File: config.mk
export PLATFORM = sky130hd
export DESIGN_NAME = srip_top
export DESIGN_NICKNAME = d
export VERILOG_FILES = /design/src/common/srip_pkg.sv /design/src/hw/srip_image_pack.sv /design/src/hw/srip_cmd_unpack.sv /design/src/hw/srip_top.sv
export VERILOG_INCLUDE_DIRS = /design/src /design/src/common
export SDC_FILE = /design/constraint.sdc
export NUM_CORES = 1
export LEC_CHECK = 0
export BUFFER_PORTS_ARGS = -buffer_cell sky130_fd_sc_hd__clkbuf_2
export CAP_MARGIN = 30
export CORE_ASPECT_RATIO = 1.75
export CORE_MARGIN = 1
export CORE_UTILIZATION = 60
export DETAILED_ROUTE_END_ITERATION = 12
export GPL_ROUTABILITY_DRIVEN = 0
export HOLD_SLACK_MARGIN = 0.02
export PLACE_DENSITY = 0.88
export SYNTH_ARGS = -nofsm -noshare
export SYNTH_HDL_FRONTEND = slang
export SYNTH_HIERARCHICAL = 1
export SYNTH_SLANG_ARGS = --single-unit
export TNS_END_PERCENT = 20
File: constraint.sdc
create_clock -name pclk -period 4.95 [get_ports pclk]
set_clock_uncertainty 0.2 [all_clocks]
set_input_delay 0.99 -clock pclk [delete_from_list [all_inputs] [get_ports pclk]]
set_output_delay 0.99 -clock pclk [all_outputs]
set_load 0.03 [all_outputs]
File: src/common/srip_cfg.svh
// constants for the cyclic i/o image packer: byte offsets, codes, apb map
// assumes inclusion from package and design files by bare name
`ifndef SRIP_CFG_SVH
`define SRIP_CFG_SVH

`define SRIP_IN_ASM_INST      8'h64
`define SRIP_OUT_ASM_INST     8'h96
`define SRIP_IN_BYTES         28
`define SRIP_OUT_BYTES        4
`define SRIP_BIT_RUN          0
`define SRIP_BIT_CONN_LOST    1
`define SRIP_BIT_MAJOR        2
`define SRIP_BIT_MINOR        3
`define SRIP_VID_MAX          16'h270F
`define SRIP_MINOR_MON        8'h10
`define SRIP_MINOR_OUT        8'h40
`define SRIP_INST_MAX         8'h18
// apb register byte addresses
`define SRIP_A_CTRL           12'h000
`define SRIP_A_STATUS         12'h004
`define SRIP_A_IRQ_STAT       12'h008
`define SRIP_A_IRQ_MASK       12'h00C
`define SRIP_A_CMD            12'h010
`define SRIP_A_IMG_BASE       12'h100
`define SRIP_A_OUT_IMG        12'h200
`define SRIP_CTRL_RST         32'h0000_0000
`define SRIP_MASK_RST         32'h0000_0000
// interrupt status bits
`define SRIP_IRQ_SNAP         0
`define SRIP_IRQ_CMD          1
`define SRIP_IRQ_BADVID       2
`define SRIP_IRQ_W            3

`endif

File: src/common/srip_pkg.sv
// types for the cyclic i/o image packer
// assumes srip_cfg.svh on the include path
`include "srip_cfg.svh"
package srip_pkg;
    // major fault type, one-hot
    typedef enum logic [7:0] {
        SRIP_MF_NONE = 8'h00, SRIP_MF_HW = 8'h01, SRIP_MF_SIN = 8'h02,
        SRIP_MF_SOUT = 8'h04, SRIP_MF_PWR = 8'h08, SRIP_MF_COMM = 8'h10,
        SRIP_MF_CFG = 8'h20, SRIP_MF_TIME = 8'h40, SRIP_MF_PLUG = 8'h80
    } srip_major_t;

    // relay state as presented to the packer
    typedef struct packed {
        logic        run;
        logic        conn_lost;
        logic        major_fault;
        logic        minor_fault;
        logic        verified;
        logic [15:0] config_check_identifier;
        logic [2:0]  major_sel;       // index 0..7 of the fault type
        logic [7:0]  major_code;
        logic        minor_is_output;
        logic [7:0]  minor_instance;
        logic [15:0] minor_code;
        logic [21:0] io_point_value;
        logic [7:0]  plugin_point_value;
        logic [23:0] monitoring_function_state;
        logic [15:0] first_level_logic_state;
        logic [15:0] second_level_logic_state;
        logic [15:0] output_function_state;
        logic [15:0] output_reset_required;
    } srip_state_t;

    // one apb request
    typedef struct packed {
        logic        psel;
        logic        penable;
        logic        pwrite;
        logic [11:0] paddr;
        logic [31:0] pwdata;
    } srip_apb_req_t;
endpackage

File: src/hw/srip_image_pack.sv
// combinational packer: state struct into the 28-byte input image
// assumes its input is already a coherent snapshot
`timescale 1ns/1ps
`default_nettype none
`include "srip_cfg.svh"
module srip_image_pack (
    input  wire srip_pkg::srip_state_t st,
    output logic [8*`SRIP_IN_BYTES-1:0] image,
    output logic                        bad_vid
);
    import srip_pkg::*;
    logic [15:0] vid;    // identifier as sent
    logic [7:0]  mtype;  // one-hot major type
    logic [7:0]  ntype;  // minor type code
    logic [7:0]  ninst;  // instance, zero when out of range

    always_comb begin
        // unverified or out-of-range ids collapse to zero
        bad_vid = st.verified && (st.config_check_identifier == 16'h0000 ||
                  st.config_check_identifier > `SRIP_VID_MAX);
        vid = (st.verified && !bad_vid) ? st.config_check_identifier : 16'h0000;
        // one-hot from the index
        mtype = st.major_fault ? (8'h01 << st.major_sel) : SRIP_MF_NONE;
        ntype = !st.minor_fault ? 8'h00 :
                (st.minor_is_output ? `SRIP_MINOR_OUT : `SRIP_MINOR_MON);
        ninst = (st.minor_fault && st.minor_instance != 8'h00 &&
                 st.minor_instance <= `SRIP_INST_MAX) ? st.minor_instance : 8'h00;
        image = '0; // reserved bits stay zero
        image[`SRIP_BIT_RUN]       = st.run;
        image[`SRIP_BIT_CONN_LOST] = st.conn_lost;
        image[`SRIP_BIT_MAJOR]     = st.major_fault;
        image[`SRIP_BIT_MINOR]     = st.minor_fault;
        // little-endian words, high byte at the higher offset
        image[2*8 +: 16]  = vid;
        image[4*8 +: 8]   = st.major_code;
        image[5*8 +: 8]   = mtype;
        image[6*8 +: 8]   = ninst;
        image[7*8 +: 8]   = ntype;
        image[8*8 +: 16]  = st.minor_code;
        image[10*8 +: 22] = st.io_point_value;
        image[13*8 +: 8]  = st.plugin_point_value;
        image[14*8 +: 24] = st.monitoring_function_state;
        image[17*8 +: 16] = st.first_level_logic_state;
        image[19*8 +: 16] = st.second_level_logic_state;
        image[21*8 +: 16] = st.output_function_state;
        image[23*8 +: 16] = st.output_reset_required;
    end
endmodule // srip_image_pack
`default_nettype wire

File: src/hw/srip_cmd_unpack.sv
// unpacks the 4-byte output image into 16 network command bits
// assumes a one-cycle write strobe from the same clock domain
`timescale 1ns/1ps
`default_nettype none
`include "srip_cfg.svh"
module srip_cmd_unpack (
    input  wire logic                         pclk,
    input  wire logic                         presetn,
    input  wire logic                         wr,
    input  wire logic [8*`SRIP_OUT_BYTES-1:0] out_image,
    output logic [15:0]                       network_command_bit,
    output logic                              changed
);
    // command register: bytes 0-1 only; bytes 2-3 dropped
    always_ff @(posedge pclk or negedge presetn) begin
        if (!presetn) begin
            network_command_bit <= 16'h0000;
            changed             <= 1'b0;
        end else begin
            changed <= wr && (out_image[15:0] != network_command_bit);
            if (wr) begin
                network_command_bit <= out_image[15:0];
            end
        end
    end
endmodule // srip_cmd_unpack
`default_nettype wire

File: src/hw/srip_top.sv
// top of the cyclic i/o image packer with apb register access
// assumes relay state inputs arrive asynchronously and are synchronised here
`timescale 1ns/1ps
`default_nettype none
`include "srip_cfg.svh"
module srip_top (
    input  wire logic                  pclk,
    input  wire logic                  presetn,
    input  wire logic                  psel,
    input  wire logic                  penable,
    input  wire logic                  pwrite,
    input  wire logic [11:0]           paddr,
    input  wire logic [31:0]           pwdata,
    output logic [31:0]                prdata,
    output logic                       pready,
    output logic                       pslverr,
    input  wire srip_pkg::srip_state_t relay_state,
    output logic [15:0]                network_command_bit,
    output logic [8*`SRIP_IN_BYTES-1:0] input_image,
    output logic                       image_valid,
    output logic                       irq
);
    import srip_pkg::*;

    ////////////////////////////////////////////////////////////////////////////
    // input synchronisers
    srip_state_t sync1;     // first stage, read only by sync2
    srip_state_t sync2;     // usable state
    // two stages per bit; a multi-bit field can still tear across stages,
    // which the snapshot below reduces to one cycle's worth
    always_ff @(posedge pclk or negedge presetn) begin
        if (!presetn) begin
            sync1 <= '0;
            sync2 <= '0;
        end else begin
            sync1 <= relay_state;
            sync2 <= sync1;
        end
    end

    ////////////////////////////////////////////////////////////////////////////
    // packing
    logic [8*`SRIP_IN_BYTES-1:0] next_image; // combinational image
    logic                        bad_vid;    // invalid identifier seen

    srip_image_pack u_pack (
        .st      (sync2),
        .image   (next_image),
        .bad_vid (bad_vid)
    );

    ////////////////////////////////////////////////////////////////////////////
    // apb decode
    logic        acc;      // access phase
    logic        wr_acc;   // write completes this edge
    logic        rd_acc;   // read access phase, pready not required
    logic [31:0] ctrl;     // bit0 freeze, bit1 snapshot request
    logic [31:0] irq_stat; // sticky events
    logic [31:0] irq_mask; // enables
    logic [31:0] out_img;  // last written output image
    logic        cmd_wr;   // strobe into unpacker
    logic        hit;      // address maps to a register

    assign acc    = psel && penable;
    // a write lands only at the edge that completes the transfer
    assign wr_acc = acc && pready && pwrite;
    assign rd_acc = acc && !pwrite;
    assign cmd_wr = wr_acc && (paddr == `SRIP_A_OUT_IMG);

    always_comb begin
        hit = (paddr == `SRIP_A_CTRL) || (paddr == `SRIP_A_STATUS) ||
              (paddr == `SRIP_A_IRQ_STAT) || (paddr == `SRIP_A_IRQ_MASK) ||
              (paddr == `SRIP_A_CMD) || (paddr == `SRIP_A_OUT_IMG) ||
              (paddr >= `SRIP_A_IMG_BASE &&
               paddr < `SRIP_A_IMG_BASE + 12'h01C && paddr[1:0] == 2'b00);
    end

    ////////////////////////////////////////////////////////////////////////////
    // command unpack
    logic cmd_changed; // command bits changed

    srip_cmd_unpack u_cmd (
        .pclk                (pclk),
        .presetn             (presetn),
        .wr                  (cmd_wr),
        .out_image           (pwdata),
        .network_command_bit (network_command_bit),
        .changed             (cmd_changed)
    );

    // keep whole written word for readback
    always_ff @(posedge pclk or negedge presetn) begin
        if (!presetn) begin
            out_img <= 32'h0000_0000;
        end else if (cmd_wr) begin
            out_img <= pwdata;
        end
    end

    ////////////////////////////////////////////////////////////////////////////
    // control register
    logic snap_req; // one-shot snapshot while frozen
    always_ff @(posedge pclk or negedge presetn) begin
        if (!presetn) begin
            ctrl <= `SRIP_CTRL_RST;
        end else if (wr_acc && paddr == `SRIP_A_CTRL) begin
            ctrl <= {30'h0, 1'b0, pwdata[0]}; // bit1 self-clears
        end
    end
    assign snap_req = wr_acc && (paddr == `SRIP_A_CTRL) && pwdata[1];

    ////////////////////////////////////////////////////////////////////////////
    // coherent snapshot: the whole image loads in one edge
    logic snap; // capture this edge
    assign snap = !ctrl[0] || snap_req;

    always_ff @(posedge pclk or negedge presetn) begin
        if (!presetn) begin
            input_image <= '0;
            image_valid <= 1'b0;
        end else begin
            if (snap) begin
                input_image <= next_image;
            end
            image_valid <= 1'b1;
        end
    end

    ////////////////////////////////////////////////////////////////////////////
    // interrupts: set beats clear
    logic [31:0] ev;  // this cycle's events
    always_comb begin
        ev = 32'h0;
        ev[`SRIP_IRQ_SNAP]   = snap_req;
        ev[`SRIP_IRQ_CMD]    = cmd_changed;
        ev[`SRIP_IRQ_BADVID] = bad_vid;
    end

    always_ff @(posedge pclk or negedge presetn) begin
        if (!presetn) begin
            irq_stat <= 32'h0;
        end else begin
            if (wr_acc && paddr == `SRIP_A_IRQ_STAT) begin
                irq_stat <= (irq_stat & ~pwdata) | ev;
            end else begin
                irq_stat <= irq_stat | ev;
            end
        end
    end

    always_ff @(posedge pclk or negedge presetn) begin
        if (!presetn) begin
            irq_mask <= `SRIP_MASK_RST;
        end else if (wr_acc && paddr == `SRIP_A_IRQ_MASK) begin
            irq_mask <= pwdata & 32'h0000_0007;
        end
    end

    // registered so irq comes from a flop; one cycle behind the status
    always_ff @(posedge pclk or negedge presetn) begin
        if (!presetn) begin
            irq <= 1'b0;
        end else begin
            irq <= |(irq_stat & irq_mask);
        end
    end

    ////////////////////////////////////////////////////////////////////////////
    // read data mux
    logic [31:0] next_rdata; // selected word
    logic [4:0]  widx;       // image word index
    always_comb begin
        widx       = 5'(paddr[6:2]);
        next_rdata = 32'h0;
        if (paddr == `SRIP_A_CTRL) begin
            next_rdata = ctrl;
        end else if (paddr == `SRIP_A_STATUS) begin
            // instance number of the input image, constant
            next_rdata = {24'h0, `SRIP_IN_ASM_INST};
        end else if (paddr == `SRIP_A_IRQ_STAT) begin
            next_rdata = irq_stat;
        end else if (paddr == `SRIP_A_IRQ_MASK) begin
            next_rdata = irq_mask;
        end else if (paddr == `SRIP_A_CMD) begin
            next_rdata = {16'h0, network_command_bit};
        end else if (paddr == `SRIP_A_OUT_IMG) begin
            next_rdata = out_img;
        end else if (hit) begin
            next_rdata = input_image[32*widx +: 32];
        end
    end

    // no wait state: the setup edge loads the answer for the first access cycle
    always_ff @(posedge pclk or negedge presetn) begin
        if (!presetn) begin
            pready    <= 1'b0;
            prdata    <= 32'h0;
            pslverr   <= 1'b0;
        end else begin
            if (psel && !penable) begin
                pready    <= 1'b1;
                prdata    <= next_rdata;
                pslverr   <= !hit;
            end else begin
                pready  <= 1'b0;
                pslverr <= 1'b0;
            end
        end
    end
endmodule // srip_top
`default_nettype wire

==> results of run 1 <==
flip-flops by register name, summed over array words and instances, names as in the netlist:
signal and cells:
prdata 32, ctrl 1, out_img 32, irq_mask 3, pslverr 1, u_cmd/network_command_bit 16, image_valid 1, u_cmd/changed 1
input_image 224, irq_stat 32, pready 1, sync2 175, sync1 175, irq 1
report_power, final:
group | switching, W | internal (W) | total, W
Clock | 0.00203 | 0.00301 | 0.00504
Combinational | 0.000572 | 0.000287 | 0.000860
Sequential | 0.000136 | 0.00591 | 0.00605
path summary, 6_finish.rpt:
| kind | slack [ns] | to | from |
|---|---|---|---|
| setup / recovery | 1.40 | input_image[183]$_DFFE_PN0P_ | paddr[7] |
| hold / removal | 0.14 | sync2[40]$_DFF_PN0_ | sync1[40]$_DFF_PN0_ |
| setup reg to reg | 1.99 | input_image[183]$_DFFE_PN0P_ | pready$_DFF_PN0_ |
| hold reg to reg | 0.14 | sync2[40]$_DFF_PN0_ | sync1[40]$_DFF_PN0_ |
| max in group asynchronous | 3.05 | sync2[64]$_DFF_PN0_ | presetn |
| min in group asynchronous | 0.24 | input_image[199]$_DFFE_PN0P_ | presetn |
layout make-up:
type / instances / area (um2) / share of cell area
Antenna cell: 13 / 32.5 / 0.00108
Clock buffer: 80 / 1690 / 0.0561
Clock inverter: 27 / 455 / 0.0152
Inverter: 4 / 15.0 / 0.000500
Multi-Input combinational cell: 769 / 6850 / 0.228
Sequential cell: 695 / 17400 / 0.579
Tap cell: 561 / 702 / 0.0234
Timing Repair Buffer: 531 / 2900 / 0.0966
kinds of logic after synthesis:
| family | after synthesis | share of synthesized area |
|---|---|---|
| DFF | 695 | 0.669 |
| other | 2 | 0.000289 |
| and+or+nand+nor | 158 | 0.0333 |
| buffers and inverters | 278 | 0.0759 |
| xor gates and xnor gates | 16 | 0.00568 |
| AOI/OAI and AO/OA | 200 | 0.0550 |
| muxes | 345 | 0.161 |
routing by layer:
metal,vias up,part of all wire
met5,-,0.0022
met4,22,0.075
met3,278,0.070
met2,847,0.50
met1,7943,0.35
li1,6485,-
critical path: stages:
cell and delay (ns):
clkbuf_2 0.10, nor4_2 0.67, nand2_1 0.30, nor4_2 0.38, a21bo_4 0.56, buf_4 0.40, mux2_2 0.38
placed cells by master (no fill, tap or decap), types with 17 or more instances in the layout:
| cell type | instances |
|---|---|
| o211ai_1 | 30 |
| buf_4 | 22 |
| a21oi_1 | 24 |
| nand2_1 | 40 |
| a21boi_0 | 29 |
| nor2_1 | 17 |
| dfrtp_1 | 695 |
| mux2_2 | 247 |
| clkbuf_16 | 59 |
| mux4_2 | 31 |
| clkbuf_2 | 496 |
| mux2i_1 | 34 |
| nand3_1 | 26 |
| o21ai_0 | 49 |
| conb_1 | 50 |
| a222oi_1 | 19 |
| mux2_1 | 33 |
| and2_1 | 17 |
cells in the mapped netlist (7+ instances only):
master,instances,area (um2)
nand2_1,40,150
xnor2_1,15,131
a221oi_1,12,105
nor3_1,8,40.0
mux2_1,33,372
buf_6,21,236
buf_2,22,110
mux2_2,247,2780
nor2_1,18,67.6
o21ai_0,49,245
a222oi_1,19,190
o211ai_1,30,225
mux2i_1,34,340
dfrtp_1,695,17400
nand4_1,7,43.8
mux4_2,31,698
clkbuf_1,26,97.6
o221ai_1,12,105
buf_4,198,1490
a21boi_0,29,218
a21oi_1,24,120
nand3_1,26,130
and2_1,17,106
through the flow:
stage | instance area [um2] | util
3_3_place_gp | 27800 | 0.653
3_5_place_dp | 27900 | 0.653
5_1_grt | 30000 | 0.704
4_1_cts | 30000 | 0.703
2_1_floorplan | 26200 | -
6_report | 30000 | 0.704
==> impl_results.md, run 1 <==
- Status: finished, final reports clean
- Worst Max-Slew Pin Slew: 1.09 ns
- Final Cycle Share: 0.717
- Yosys warns: 6
- Slew margin rel.: 0.274
- Effective utilization at floorplan: 0.610
- Routed Antenna Nets: 0
- Top FF cell, synth: dfrtp_1
- Startpoint Class: input pin
- Tot GR Track Use: 0.302
- Top Ports: 500
- Total wire length: 65,500 um
- Max Fanout on Critical Path: 31
- Fmax: 0.282 GHz
- Grt total ovfl: 0
- Cts hold-fix bufs: 0
- Reg2Reg Depth: 5
- First-iteration detailed-routing DRC count: 1,236
- TritonCTS Buffers: 57
- CTS tree: built
- Setup TNS: 0 ns
- Antenna violations before repair: 24
- Placed insts: 2,560
- Busiest grt layer: met2
- Finished Layout Cells: 2,680
- Pin count of the biggest net entering global routing: 117
- RSZ-0062 raised after global routing: no
- HP Class: register to register
- Post-cts gate resize count: 0
- Std cell rows: 100
- Pwr dens: 398 nW/um2
- Vias after detailed routing: 15.6k
- Clk root buf: clkbuf_16
- WP data required: 5.22 ns
- Share of cells above drive strength 1: 0.439
- Clk_lat worst skew: 0.59 ns
- Final Total Pwr: 0.0119 W
- GR Util met2: 0.497
- CORE AREA: 42,700 um2
- Final setup margin: 1.40 ns
- Die area: 44,200 um2
- Routed vias/inst: 5.81
- Max rail drop VDD: 419 uV
- Sequential area share after synthesis: 0.669
- Hold depth: 0
- Clock sinks: 695
- Number of global-route vias before repair: 16.6k
- Filler Cells Inserted: 2,677
- DRC Markers: 0
- Worst path arrival time: 3.82 ns
- Post-DP HPWL: 45,700 um
- Final Max Tran Viols: 0
- Min Tclk post-route: 3.55 ns
- Worst setup path category: input pin to register
- Global-route wire length before repair: 99,300 um
- Clk slew on worst S/H paths: 0.06 ns
- WHS: 0.138 ns
- Die X-Extent: 159 um
- WL per Instance: 24.4 um
- Port buffer count: 499
- Postcts setup bufs: 0
- CTS max path bufs: 3
- Met1 Use GR: 0.358
- Met3 Resource Use GR: 0.0650
- P_leak: 14.3 nW
- Async S/R FF share, synth: 1.00
- Area grow syn2layout: 15.5%
- Cell Area, Synth: 26,000 um2
- H-tree depth: 2
- Router iterations before antenna repair: 9
- Synth Register Bits: 695
- Pre-CTS setup slack: 0.890 ns
- Final Hold Fails: 0
- Synth unique cells: 60
- Final setup viols: 0
- Chip Height: 277 um
- Critical Path End Type: register
- Gate Count Post-Synth: 1,694
- Post-synth EDFFs: 0
- Final Net Count: 2,282
- Number of max-cap violations: 0
- Syn Area/Cell: 15.4 um2
No activity file was read; power rests on OpenSTA's default activity.
==> run 2, diff against run 1 <==
- CORE_UTILIZATION: 60 -> 50
- PLACE_DENSITY: 0.88 -> 0.78
- clock period: 4.95 -> 3 ns (I/O delays scaled with it)
==> run 2 against run 1 <==
  * Die area is 20% higher
  * Largest power group unchanged
  * Via count increased by 6.8%
  * First-iteration DRC count grew 7.4%
==> impl_results.md, run 2 (synthesis gave the netlist of run 1 again) <==
- Finished Layout Cells: 3,040
- Critical Path End Type: register
- Placed insts: 2,727
- RSZ-0062 raised after global routing: no
- Worst setup path category: input pin to register
- Area grow syn2layout: 26.0%
- Fmax: 0.403 GHz
- Psw: 0.00487 W
- Setup TNS: 0 ns
- Clk pwr share: 0.425
- Filler Cells Inserted: 3,527
- Final Total Pwr: 0.0203 W
- Clk root buf: clkbuf_16
- Max Fanout on Critical Path: 6
- CTS tree: built
- Largest register by flop count: input_image
- WL per Instance: 24.0 um
- Sequential Power Share: 0.492
- Worst Max-Slew Pin Slew: 0.782 ns
- Pin count of the biggest net entering global routing: 76
- Core Util, Final: 0.638
- Worst path arrival time: 2.78 ns
- Crit-path cells: clkbuf_2, or4_1, or3_1, buf_4, nor4_1, a21oi_1, o31ai_1
- Global-route wire length before repair: 112,000 um
- Die X-Extent: 174 um
- Post-cts gate resize count: 0
- Commonest non-fill, non-tap cell in the layout: dfrtp_1
- CTS max path bufs: 3
- Final setup viols: 0
- R2R Setup Slk: 0.66 ns
- Final Cycle Share: 0.827
- Share of cells above drive strength 1: 0.421
- Number of max-cap violations: 0
- Sw Share: 0.240
- CORE AREA: 51,300 um2
- Max rail drop VDD: 628 uV
- Pwr dens: 620 nW/um2
- Delay of the slowest critical-path stage: 0.61 ns
- Placed cell areas: 28,600 um2
- Final Hold Fails: 0
- Startpoint Class: input pin
- DRC Markers: 0
- H-tree depth: 2
- TritonCTS Buffers: 61
- Post-route cell area: 32,800 um2
- Slew margin rel.: 0.478
- Top Ports: 500
- Tot GR Track Use: 0.281
- Max reg flops: 224
- Vias after detailed routing: 16.6k
- Routed Antenna Nets: 0
- First-iteration detailed-routing DRC count: 1,327
- P_leak: 15.4 nW
- Multi-input gate area: 6860 um2
- Die area: 53,000 um2
- Clk_lat worst skew: 0.61 ns
- Grt total ovfl: 0
- HP Class: input pin to register
- Routed vias/inst: 5.47
- Total wire length: 72,900 um
- Crit path max-delay cell type: or4_1
- Pint: 0.0155 W
- Top flop regs: input_image: 224 flops, sync1: 175 flops, sync2: 175 flops
- Effective utilization at floorplan: 0.507
- Most frequent cells in the layout: dfrtp_1, clkbuf_2, mux2_2
- Final Net Count: 2,533
- Final Max Tran Viols: 0
- Number of global-route vias before repair: 18.6k
- WP data required: 3.30 ns
- Min Tclk post-route: 2.48 ns
- Std cell rows: 110
- Antenna violations before repair: 11
- Router iterations before antenna repair: 5
- Sequential Area: 17,400 um2
- Clk slew on worst S/H paths: 0.07 ns
- Share of total power in combinational logic: 0.083
- Post-DP HPWL: 48,400 um
- Status: finished, final reports clean
- Port buffer count: 499
- Clock sinks: 695
- Chip Height: 304 um
-- run 2: cell count changes in the layout (fill, tap and decap cells not counted), moves of 3 or more --
cell / before / now
diode_2: 13 / 7
dlygate4sd3_1: 0 / 191
inv_6: 2 / 5
clkbuf_8: 13 / 9
clkinvlp_4: 2 / 10
clkbuf_1: 8 / 5
buf_4: 22 / 64
clkbuf_16: 59 / 63
buf_12: 12 / 26
-- run 2: what timing repair did --
action	CTS	global route
hold buffers	191	0
buffers inserted	0	0
endpoints found under the hold margin	255	0
-- run 2: area by class of cell --
| cell class | instances | area share |
|---|---|---|
| Antenna cell | 7 | 0.000535 |
| Clock buffer | 77 | 0.0525 |
| Clock inverter | 38 | 0.0158 |
| Inverter | 4 | 0.000458 |
| Multi-Input combinational cell | 769 | 0.209 |
| Sequential cell | 695 | 0.531 |
| Tap cell | 672 | 0.0257 |
| Timing Repair Buffer | 778 | 0.165 |
-- run 2: critical path: cells and delay by family --
kind                   cells  cell delay [ns]
and+or+nand+nor            3             1.68
buffers and inverters      2             0.32
AOI/OAI and AO/OA          2             0.16
-- run 2: path summary, 6_finish.rpt --
check,start,to,cells past startpoint
min in group asynchronous,presetn,input_image[218]$_DFFE_PN0P_,2
worst max-delay path,paddr[11],prdata[2]$_DFFE_PN0P_,7
worst min register to register,sync1[69]$_DFF_PN0_,sync2[69]$_DFF_PN0_,0
worst max register to register,pready$_DFF_PN0_,input_image[138]$_DFFE_PN0P_,6
worst min-delay path,pwdata[24],irq_stat[24]$_DFFE_PN0P_,2
max in group asynchronous,presetn,input_image[189]$_DFFE_PN0P_,3
-- run 2: per-layer routing --
metal | wire length [um] | track usage | vias up
met1 | 26500 | 0.330 | 8566
met4 | 4620 | 0.164 | 8
met3 | 4420 | 0.0487 | 250
met2 | 37300 | 0.481 | 826
li1 | - | - | 6985
met5 | 44 | 0 | -
-- run 2: power groups by stage --
stage	combinational (W)	clock [W]	sequential [W]
2_1_floorplan	0.000563	0	0.0104
3_3_place_gp	0.00142	0	0.0101
3_5_place_dp	0.00145	0	0.0102
4_1_cts	0.00167	0.00872	0.00998
5_1_grt	0.00179	0.00913	0.0100
6_report	0.00168	0.00864	0.0100
-- run 2: stage by stage --
| stage | hold slack, ns | setup slack, ns |
|---|---|---|
| 3_3_place_gp | 0.132 | -0.0153 |
| 3_5_place_dp | 0.135 | -0.0308 |
| 4_1_cts | 0.0207 | 0.599 |
| 2_1_floorplan | 0.104 | 0.0817 |
| 6_report | 0.0366 | 0.520 |
| 5_1_grt | 0.0338 | 0.529 |
